File: src/mis_pkg.sv
// Package for the instruction execution block: offsets, opcodes, fields, carriers
package mis_pkg;

  // ==========================================================================
  // Register map (byte addresses)
  // ==========================================================================
  localparam logic [7:0] OFF_CMD = 8'h00;
  localparam logic [7:0] OFF_ACC = 8'h04;
  localparam logic [7:0] OFF_STATUS = 8'h08;
  localparam logic [7:0] OFF_PC = 8'h0C;
  localparam logic [7:0] OFF_STACK = 8'h10;
  localparam logic [7:0] OFF_WDOG = 8'h14;
  localparam logic [7:0] OFF_FILE = 8'h18;
  localparam logic [7:0] OFF_FDATA = 8'h1C;

  // ==========================================================================
  // Command word fields
  // ==========================================================================
  localparam int CMD_OP_LSB = 16;
  localparam int CMD_F_LSB = 8;
  localparam int CMD_B_LSB = 4;
  localparam int CMD_D_BIT = 0;
  localparam int CMD_K_LSB = 0;

  // Status bits
  localparam int ST_ZERO = 0;
  localparam int ST_CARRY = 1;
  localparam int ST_POWERDOWN = 2;
  localparam int ST_EXPIRY = 3;
  localparam int ST_IRQ_ALLOW = 4;
  localparam int ST_SLEEP = 5;
  localparam int ST_BUSY = 6;

  // Reset values
  localparam logic [7:0] ACC_RST = 8'h00;
  localparam logic [12:0] PC_RST = 13'h0000;
  localparam logic [7:0] WDOG_CLEAR = 8'h00;
  localparam logic [7:0] FILE_RST = 8'h00;
  localparam int FILE_DEPTH = 128;

  // Two-cycle instructions need one extra cycle
  localparam logic [1:0] TWO_CYCLE_EXTRA = 2'h1;

  typedef enum logic [2:0] {
    OP_NONE = 3'h0,
    OP_AND_IMMEDIATE = 3'h1,
    OP_BIT_FORCE_HIGH = 3'h2,
    OP_INTERRUPT_RETURN = 3'h3,
    OP_RETURN_WITH_LITERAL = 3'h4,
    OP_SUBROUTINE_RETURN = 3'h5,
    OP_ROTATE_LEFT_CARRY = 3'h6,
    OP_ROTATE_RIGHT_CARRY = 3'h7
  } mis_op_t;

  localparam logic [3:0] OP_SLEEP_CODE = 4'h8;

  // Decoded instruction
  typedef struct packed {
    logic [3:0] code;
    logic [6:0] f;
    logic [2:0] b;
    logic d;
    logic [7:0] k;
  } mis_instr_t;

endpackage

File: src/mis_rotate.sv
// Rotate-through-carry unit shared by both rotate directions
`timescale 1ns/1ns
`default_nettype none

module mis_rotate (
  input wire logic [7:0] value,
  input wire logic carry_in,
  input wire logic to_left,
  output logic [7:0] result,
  output logic carry_out
);

  // ==========================================================================
  // Rotate
  // ==========================================================================
  always_comb begin
    if (to_left) begin
      result = {value[6:0], carry_in};
      carry_out = value[7];
    end else begin
      result = {carry_in, value[7:1]};
      carry_out = value[0];
    end
  end

endmodule
`default_nettype wire

File: src/mis_core.sv
// Instruction execution core with an AHB-Lite register slave
// Contract
// - AND-immediate ANDs accumulator with 8-bit literal, result to accumulator, only zero flag.
// - Bit-force-high sets bit b of file register f, nothing else changes.
// - Rotate-left through carry; d=0 to accumulator, d=1 to f; only carry.
// - Rotate-right through carry; d=0 to accumulator, d=1 to f; only carry.
// - Return-with-literal loads accumulator with literal k and PC from stack head; two cycles; no flags.
// - Subroutine return loads PC from stack head, stack head unchanged; two cycles; no flags.
// - Sleep clears powerdown flag and sets expiry bit; no other flags.
// - Sleep clears watchdog count and prescaler, then enters low-power state.
`timescale 1ns/1ns
`default_nettype none

module mis_core (
  input wire logic hclk,
  input wire logic hresetn,
  input wire logic hsel,
  input wire logic [7:0] haddr,
  input wire logic [1:0] htrans,
  input wire logic hwrite,
  input wire logic [2:0] hsize,
  input wire logic [31:0] hwdata,
  input wire logic hready,
  output logic [31:0] hrdata,
  output logic hreadyout,
  output logic hresp,
  output logic sleep_req,
  output logic wdog_clear
);

  // ==========================================================================
  // Bus state
  // ==========================================================================
  logic wr_pend_ff, nxt_wr_pend;
  logic [7:0] addr_ff, nxt_addr;
  logic [31:0] hrdata_ff, nxt_hrdata;
  logic busy_ff, nxt_busy;
  logic ready_ff, nxt_ready;
  logic sleep_ff, nxt_sleep;
  logic wdclr_ff, nxt_wdclr;

  // Core state
  logic [7:0] acc_ff, nxt_acc;
  logic zero_ff, nxt_zero;
  logic carry_ff, nxt_carry;
  logic pd_ff, nxt_pd;
  logic expiry_ff, nxt_expiry;
  logic irq_allow_ff, nxt_irq_allow;
  logic [12:0] pc_ff, nxt_pc;
  logic [12:0] stack_head_ff, nxt_stack_head;
  logic [7:0] wdog_ff, nxt_wdog;
  logic [7:0] presc_ff, nxt_presc;
  logic [6:0] fsel_ff, nxt_fsel;
  logic [7:0] file_mem [mis_pkg::FILE_DEPTH];
  logic file_we;
  logic [6:0] file_wa;
  logic [7:0] file_wd;

  mis_pkg::mis_instr_t ins;
  logic [7:0] rot_res;
  logic rot_cout;
  logic setup;
  logic [31:0] rd_mux;

  function automatic logic [31:0] status_word(input logic z, input logic c, input logic p,
                                              input logic t, input logic g, input logic s,
                                              input logic b);
    logic [31:0] w;
    w = 32'h00000000;
    w[mis_pkg::ST_ZERO] = z;
    w[mis_pkg::ST_CARRY] = c;
    w[mis_pkg::ST_POWERDOWN] = p;
    w[mis_pkg::ST_EXPIRY] = t;
    w[mis_pkg::ST_IRQ_ALLOW] = g;
    w[mis_pkg::ST_SLEEP] = s;
    w[mis_pkg::ST_BUSY] = b;
    return w;
  endfunction

  assign setup = hsel & hready & htrans[1];
  assign ins.code = hwdata[mis_pkg::CMD_OP_LSB +: 4];
  assign ins.f = hwdata[mis_pkg::CMD_F_LSB +: 7];
  assign ins.b = hwdata[mis_pkg::CMD_B_LSB +: 3];
  assign ins.d = hwdata[mis_pkg::CMD_D_BIT];
  assign ins.k = hwdata[mis_pkg::CMD_K_LSB +: 8];

  mis_rotate u_rot (
    .value(file_mem[ins.f]),
    .carry_in(carry_ff),
    .to_left(ins.code == 4'(mis_pkg::OP_ROTATE_LEFT_CARRY)),
    .result(rot_res),
    .carry_out(rot_cout)
  );

  // ==========================================================================
  // Read mux
  // ==========================================================================
  always_comb begin
    unique case (haddr)
      mis_pkg::OFF_ACC: rd_mux = {24'h000000, acc_ff};
      mis_pkg::OFF_STATUS: rd_mux = status_word(zero_ff, carry_ff, pd_ff, expiry_ff,
                                                irq_allow_ff, sleep_ff, busy_ff);
      mis_pkg::OFF_PC: rd_mux = {19'h00000, pc_ff};
      mis_pkg::OFF_STACK: rd_mux = {19'h00000, stack_head_ff};
      mis_pkg::OFF_WDOG: rd_mux = {16'h0000, presc_ff, wdog_ff};
      mis_pkg::OFF_FILE: rd_mux = {25'h0000000, fsel_ff};
      mis_pkg::OFF_FDATA: rd_mux = {24'h000000, file_mem[fsel_ff]};
      default: rd_mux = 32'h00000000;
    endcase
  end

  // ==========================================================================
  // Next state
  // ==========================================================================
  always_comb begin
    nxt_wr_pend = setup & hwrite;
    nxt_addr = setup ? haddr : addr_ff;
    nxt_hrdata = (setup & ~hwrite) ? rd_mux : hrdata_ff;
    nxt_busy = 1'b0;
    nxt_sleep = sleep_ff;
    nxt_wdclr = 1'b0;
    nxt_acc = acc_ff;
    nxt_zero = zero_ff;
    nxt_carry = carry_ff;
    nxt_pd = pd_ff;
    nxt_expiry = expiry_ff;
    nxt_irq_allow = irq_allow_ff;
    nxt_pc = pc_ff;
    nxt_stack_head = stack_head_ff;
    nxt_wdog = wdog_ff + 8'h01;
    nxt_presc = presc_ff + 8'h01;
    nxt_fsel = fsel_ff;
    file_we = 1'b0;
    file_wa = ins.f;
    file_wd = rot_res;
    // Halted oscillator: watchdog held while asleep
    if (sleep_ff) begin
      nxt_wdog = wdog_ff;
      nxt_presc = presc_ff;
    end
    if (wr_pend_ff) begin
      unique case (addr_ff)
        mis_pkg::OFF_CMD: begin
          nxt_sleep = 1'b0;
          nxt_pc = pc_ff + 13'h0001;
          unique case (ins.code)
            4'(mis_pkg::OP_AND_IMMEDIATE): begin
              nxt_acc = acc_ff & ins.k;
              nxt_zero = ((acc_ff & ins.k) == 8'h00);
            end
            4'(mis_pkg::OP_BIT_FORCE_HIGH): begin
              file_we = 1'b1;
              file_wd = file_mem[ins.f] | (8'h01 << ins.b);
            end
            4'(mis_pkg::OP_ROTATE_LEFT_CARRY), 4'(mis_pkg::OP_ROTATE_RIGHT_CARRY): begin
              nxt_carry = rot_cout;
              if (ins.d) begin
                file_we = 1'b1;
              end else begin
                nxt_acc = rot_res;
              end
            end
            4'(mis_pkg::OP_RETURN_WITH_LITERAL): begin
              nxt_acc = ins.k;
              nxt_pc = stack_head_ff;
              nxt_busy = 1'b1;
            end
            4'(mis_pkg::OP_SUBROUTINE_RETURN): begin
              nxt_pc = stack_head_ff;
              nxt_busy = 1'b1;
            end
            4'(mis_pkg::OP_INTERRUPT_RETURN): begin
              nxt_pc = stack_head_ff;
              nxt_irq_allow = 1'b1;
              nxt_busy = 1'b1;
            end
            mis_pkg::OP_SLEEP_CODE: begin
              nxt_pd = 1'b0;
              nxt_expiry = 1'b1;
              nxt_wdog = mis_pkg::WDOG_CLEAR;
              nxt_presc = mis_pkg::WDOG_CLEAR;
              nxt_wdclr = 1'b1;
              nxt_sleep = 1'b1;
            end
            default: nxt_pc = pc_ff + 13'h0001;
          endcase
        end
        mis_pkg::OFF_ACC: nxt_acc = hwdata[7:0];
        mis_pkg::OFF_STATUS: begin
          nxt_zero = hwdata[mis_pkg::ST_ZERO];
          nxt_carry = hwdata[mis_pkg::ST_CARRY];
          nxt_pd = hwdata[mis_pkg::ST_POWERDOWN];
          nxt_expiry = hwdata[mis_pkg::ST_EXPIRY];
          nxt_irq_allow = hwdata[mis_pkg::ST_IRQ_ALLOW];
        end
        mis_pkg::OFF_PC: nxt_pc = hwdata[12:0];
        mis_pkg::OFF_STACK: nxt_stack_head = hwdata[12:0];
        mis_pkg::OFF_FILE: nxt_fsel = hwdata[6:0];
        mis_pkg::OFF_FDATA: begin
          file_we = 1'b1;
          file_wa = fsel_ff;
          file_wd = hwdata[7:0];
        end
        default: nxt_acc = acc_ff;
      endcase
    end
    nxt_ready = ~nxt_busy;
  end

  // ==========================================================================
  // Registers
  // ==========================================================================
  always_ff @(posedge hclk or negedge hresetn) begin
    if (!hresetn) begin
      wr_pend_ff <= 1'b0;
      addr_ff <= 8'h00;
      hrdata_ff <= 32'h00000000;
      busy_ff <= 1'b0;
      ready_ff <= 1'b1;
      sleep_ff <= 1'b0;
      wdclr_ff <= 1'b0;
      acc_ff <= mis_pkg::ACC_RST;
      zero_ff <= 1'b0;
      carry_ff <= 1'b0;
      pd_ff <= 1'b1;
      expiry_ff <= 1'b1;
      irq_allow_ff <= 1'b0;
      pc_ff <= mis_pkg::PC_RST;
      stack_head_ff <= mis_pkg::PC_RST;
      wdog_ff <= mis_pkg::WDOG_CLEAR;
      presc_ff <= mis_pkg::WDOG_CLEAR;
      fsel_ff <= 7'h00;
    end else begin
      wr_pend_ff <= nxt_wr_pend;
      addr_ff <= nxt_addr;
      hrdata_ff <= nxt_hrdata;
      busy_ff <= nxt_busy;
      ready_ff <= nxt_ready;
      sleep_ff <= nxt_sleep;
      wdclr_ff <= nxt_wdclr;
      acc_ff <= nxt_acc;
      zero_ff <= nxt_zero;
      carry_ff <= nxt_carry;
      pd_ff <= nxt_pd;
      expiry_ff <= nxt_expiry;
      irq_allow_ff <= nxt_irq_allow;
      pc_ff <= nxt_pc;
      stack_head_ff <= nxt_stack_head;
      wdog_ff <= nxt_wdog;
      presc_ff <= nxt_presc;
      fsel_ff <= nxt_fsel;
    end
  end

  // File memory has no reset; software initialises it
  always_ff @(posedge hclk) begin
    if (file_we) begin
      file_mem[file_wa] <= file_wd;
    end
  end

  // Second cycle of a return stalls the bus, giving the two-cycle timing
  assign hreadyout = ready_ff;
  assign hrdata = hrdata_ff;
  assign hresp = 1'b0;
  assign sleep_req = sleep_ff;
  assign wdog_clear = wdclr_ff;

endmodule
`default_nettype wire

File: config.mk
export PLATFORM = sky130hd
export DESIGN_NAME = mis_core
export DESIGN_NICKNAME = d
export VERILOG_FILES = /design/src/mis_pkg.sv /design/src/mis_rotate.sv /design/src/mis_core.sv
export SDC_FILE = /design/constraint.sdc
export NUM_CORES = 2
export LEC_CHECK = 0
export BUFFER_PORTS_ARGS = -buffer_cell sky130_fd_sc_hd__buf_4
export CORE_UTILIZATION = 41
export DETAILED_ROUTE_END_ITERATION = 6
export PLACE_DENSITY = 0.53
export SYNTH_ARGS = -nofsm -noshare
export SYNTH_HDL_FRONTEND = slang
export SYNTH_HIERARCHICAL = 1
export SYNTH_SLANG_ARGS = --single-unit
File: constraint.sdc
create_clock -name hclk -period 7.8 [get_ports hclk]
set_input_delay 0.78 -clock hclk [delete_from_list [all_inputs] [get_ports hclk]]
set_output_delay 0.78 -clock hclk [all_outputs]
set_load 0.02 [all_outputs]
==> flow_summary.json <==
{
  "power.leakage_nw": 21.24,
  "clk_latency_ps": 780,
  "end_kind": "flop",
  "post_drt_wl_per_cell_um": 32.27,
  "power_frac_seq_pct": 48.3,
  "ys.flop_type": "edfxtp_1",
  "skew_ps": 30.38,
  "status": "completed",
  "routed_wl_um": 175600,
  "hold_viol": 0,
  "final_area_um2": 60570,
  "ys_warn_count": 6,
  "grt_pass1_wl_um": 248500,
  "clock_sinks": 1115,
  "grt_usage_pct": 25.82,
  "powerDensity_nw_per_um2": 236.2,
  "ioPinCount": 86,
  "core_area_um2": 131600,
  "yosysSeqAreaShare_pct": 60.69,
  "cts_buffer_depth": 3,
  "max_stage_delay_ps": 910,
  "gp_congestion": 0.8753,
  "max_freq_ghz": 0.1860,
  "syn2layout_area_growth_pct": 11.28,
  "rsz0062_at_grt": "no",
  "fp.dieW_um": 366.3,
  "fin_nets": 3645,
  "ctsResizeCount": 0,
  "hold_class": "in -> reg",
  "drive_gt1_share_pct": 17.20,
  "die-area_um2": 134200,
  "drtIter0Drc": 3288,
  "grt_pass1_vias": 33880,
  "pre_cts_ws_ps": 1734,
  "power.switching_w": 0.003589,
  "setup_ws_ps": 2425,
  "fin_crit_ps": 5375,
  "ys_types": 67,
  "ctsHoldBuffers": 1,
  "cts_setup_buffers": 0,
  "start_kind": "input pin",
  "tns_ps": 0,
  "worst_pin_slew_ps": 1277,
  "critical-path-slowest-cell": "o41ai_1",
  "critPathTopFamily": "compound AO/OA/AOI/OAI gates",
  "crit_type": "in -> reg",
  "worst-path-buf-inv": 3,
  "p_sw_share_pct": 25.09,
  "die_h_um": 366.3,
  "crit_fanout": 79,
  "cp.arrival_ps": 5850,
  "numCtsBuffers": 132,
  "synth_area_per_cell_um2": 15.14,
  "grt_overflow": 0,
  "cts_tree": "done",
  "intPower_w": 0.01072,
  "vdd_drop_max_mv": 0.1547,
  "cp.depth": 11,
  "drv_slew": 0,
  "antenna_found_initial": 3,
  "ant_nets": 0,
  "cp.required_ps": 8270,
  "dr.pass1.iters": 5,
  "ys_ff_latch": 1115,
  "viasPerCell": 6.280,
  "clock_power_share_pct": 41.0,
  "vias": 34180,
  "cap_violations": 0,
  "p_comb_share_pct": 10.8,
  "hold_depth": 3,
  "synth-edff-count": 1024,
  "slew_headroom_pct": 14.57,
  "grt_max_degree": 129,
  "reg2regPathDepth": 9,
  "dpl_cell_area_um2": 56530,
  "io_buffers": 51,
  "finalCritPeriodShare_pct": 68.91,
  "htreeDepth": 4,
  "root_buffer": "clkbuf_16",
  "drc": 0,
  "hpwl_um": 110200,
  "netlist_instances": 3596,
  "finalSetupViolations": 0,
  "clk_pin_slew_ps": 60,
  "start_util_pct": 41.35,
  "cp_cell_sequence": "buf_8, buf_12, mux2i_1, a22oi_1, a21oi_1, o41ai_1, and4_1, mux2_4, a221o_1, a2bb2oi_4, buf_4",
  "total_power_w": 0.01431,
  "num_rows": 133,
  "synthArstFlopShare_pct": 8.161,
  "netlist_area_um2": 54430
}
## path summary, 6_finish.rpt
check / start / end / slack [ps]
hold reg to reg: hrdata[13] / hrdata[13] / 480
min in group asynchronous: hresetn / wdog_clear / 510
max in group asynchronous: hresetn / fsel_ff[0] / 6080
setup / recovery: hwdata[8] / file_mem[100][4] / 2430
setup reg to reg: file_mem[47][5] / file_mem[100][4] / 3170
hold / removal: hwrite / wr_pend_ff / 250
## cells in the final DEF (no fill, tap or decap), drive strengths merged, types with 14 or more instances in the layout
master / synthesis / final
clkbuf: 160 / 169
edfxtp: 1024 / 1024
buf: 150 / 155
nor2: 178 / 178
o21ai: 58 / 58
o41ai: 40 / 40
a21oi: 201 / 201
nand2: 83 / 83
xor2: 18 / 18
nor3: 33 / 33
a22o: 15 / 15
nand2b: 14 / 14
a211oi: 15 / 15
a22oi: 381 / 381
o22ai: 19 / 19
nand3: 27 / 27
nor2b: 23 / 23
nor4: 14 / 14
clkinv: 0 / 50
dfrtp: 88 / 88
mux2i: 634 / 634
a31oi: 21 / 21
conb: 1 / 17
mux4: 221 / 221
mux2: 33 / 33
## power groups by stage
stage          clock network [W]  registers [W]  logic [W]
3_3_place_gp                   0        0.00703    0.00152
6_report                 0.00586        0.00690    0.00154
2_1_floorplan                  0        0.00701    0.00101
4_1_cts                  0.00594        0.00690    0.00154
5_1_grt                  0.00616        0.00691    0.00164
3_5_place_dp                   0        0.00703    0.00153
## kinds of logic after synthesis
logic type / count (synthesis) / synth area share [%]
buf+inv: 320 / 3.306
fa+ha+maj: 3 / 0.06897
flops: 1115 / 60.69
xor+xnor: 24 / 0.3862
compound gates: 803 / 10.05
mux: 888 / 21.55
other cells: 1 / 0.006890
simple gates: 442 / 3.945
## synth_stat cells, drive strengths merged, types with 4 or more instances
master	number	area [um^2]
nand2	83	311.6
inv	10	37.54
nand2b	14	87.58
o31ai	6	45.04
nor3	33	170.2
o21a	4	30.03
a32o	9	90.09
o2111ai	5	43.79
a21oi	201	1006
nand4	12	75.07
mux2i	634	6346
edfxtp	1024	30750
nor2b	23	143.9
clkbuf	160	600.6
a22o	15	131.4
xor2	18	157.7
nor2	178	668.1
nand3	27	135.1
mux4	221	4977
o41ai	40	350.3
or2	8	50.05
xnor2	6	52.55
and2	12	75.08
a2bb2oi	4	35.03
nor4	14	125.1
o21ai	58	290.3
buf	150	1161
a211oi	15	112.6
and3	9	56.30
a211o	7	61.31
and4	12	105.1
mux2	33	405.4
o22ai	19	118.9
a22oi	381	2860
o22a	4	35.03
dfrtp	88	2202
a31oi	21	131.4
## registers in the layout, indices dropped and copies added (netlist names)
name	cells
hreadyout	1
zero_ff	1
pd_ff	1
addr_ff	8
sleep_req	1
wdog_clear	1
fsel_ff	7
file_mem	1024
carry_ff	1
acc_ff	8
wr_pend_ff	1
stack_head_ff	13
expiry_ff	1
hrdata	16
presc_ff	8
pc_ff	13
busy_ff	1
irq_allow_ff	1
wdog_ff	8
## stage by stage
step	hold slack, ps	cells	util [%]
floorplan	456.3	3612	-
global placement	469.7	5212	42.94
detailed placement	476.0	5212	42.94
CTS	198.5	5440	46.01
global route	230.6	5441	46.01
finish	253.1	5442	46.01
## final cells by class
type	count	area, um^2
Fill cell	11510	71060
Sequential cell	1115	33040
Multi-Input combinational cell	2177	19860
Clock buffer	169	3676
Tap cell	1755	2196
Timing Repair Buffer	156	1406
Clock inverter	58	350.3
Inverter	10	37.54
Antenna cell	2	5.005
## worst min-delay path: cells and delay by family
kind | cells | cell delay (ps)
simple gates | 1 | 90
buf+inv | 2 | 120
## metal layers
layer | vias to the layer above | GRT usage [%] | wire (um)
li1 | 14620 | - | -
met2 | 1442 | 40.33 | 81500
met1 | 17830 | 35.68 | 74890
met4 | 4 | 8.787 | 5475
met5 | - | 0 | 34
met3 | 279 | 5.607 | 13700
Note: power is estimated with default switching activity, not from simulation.
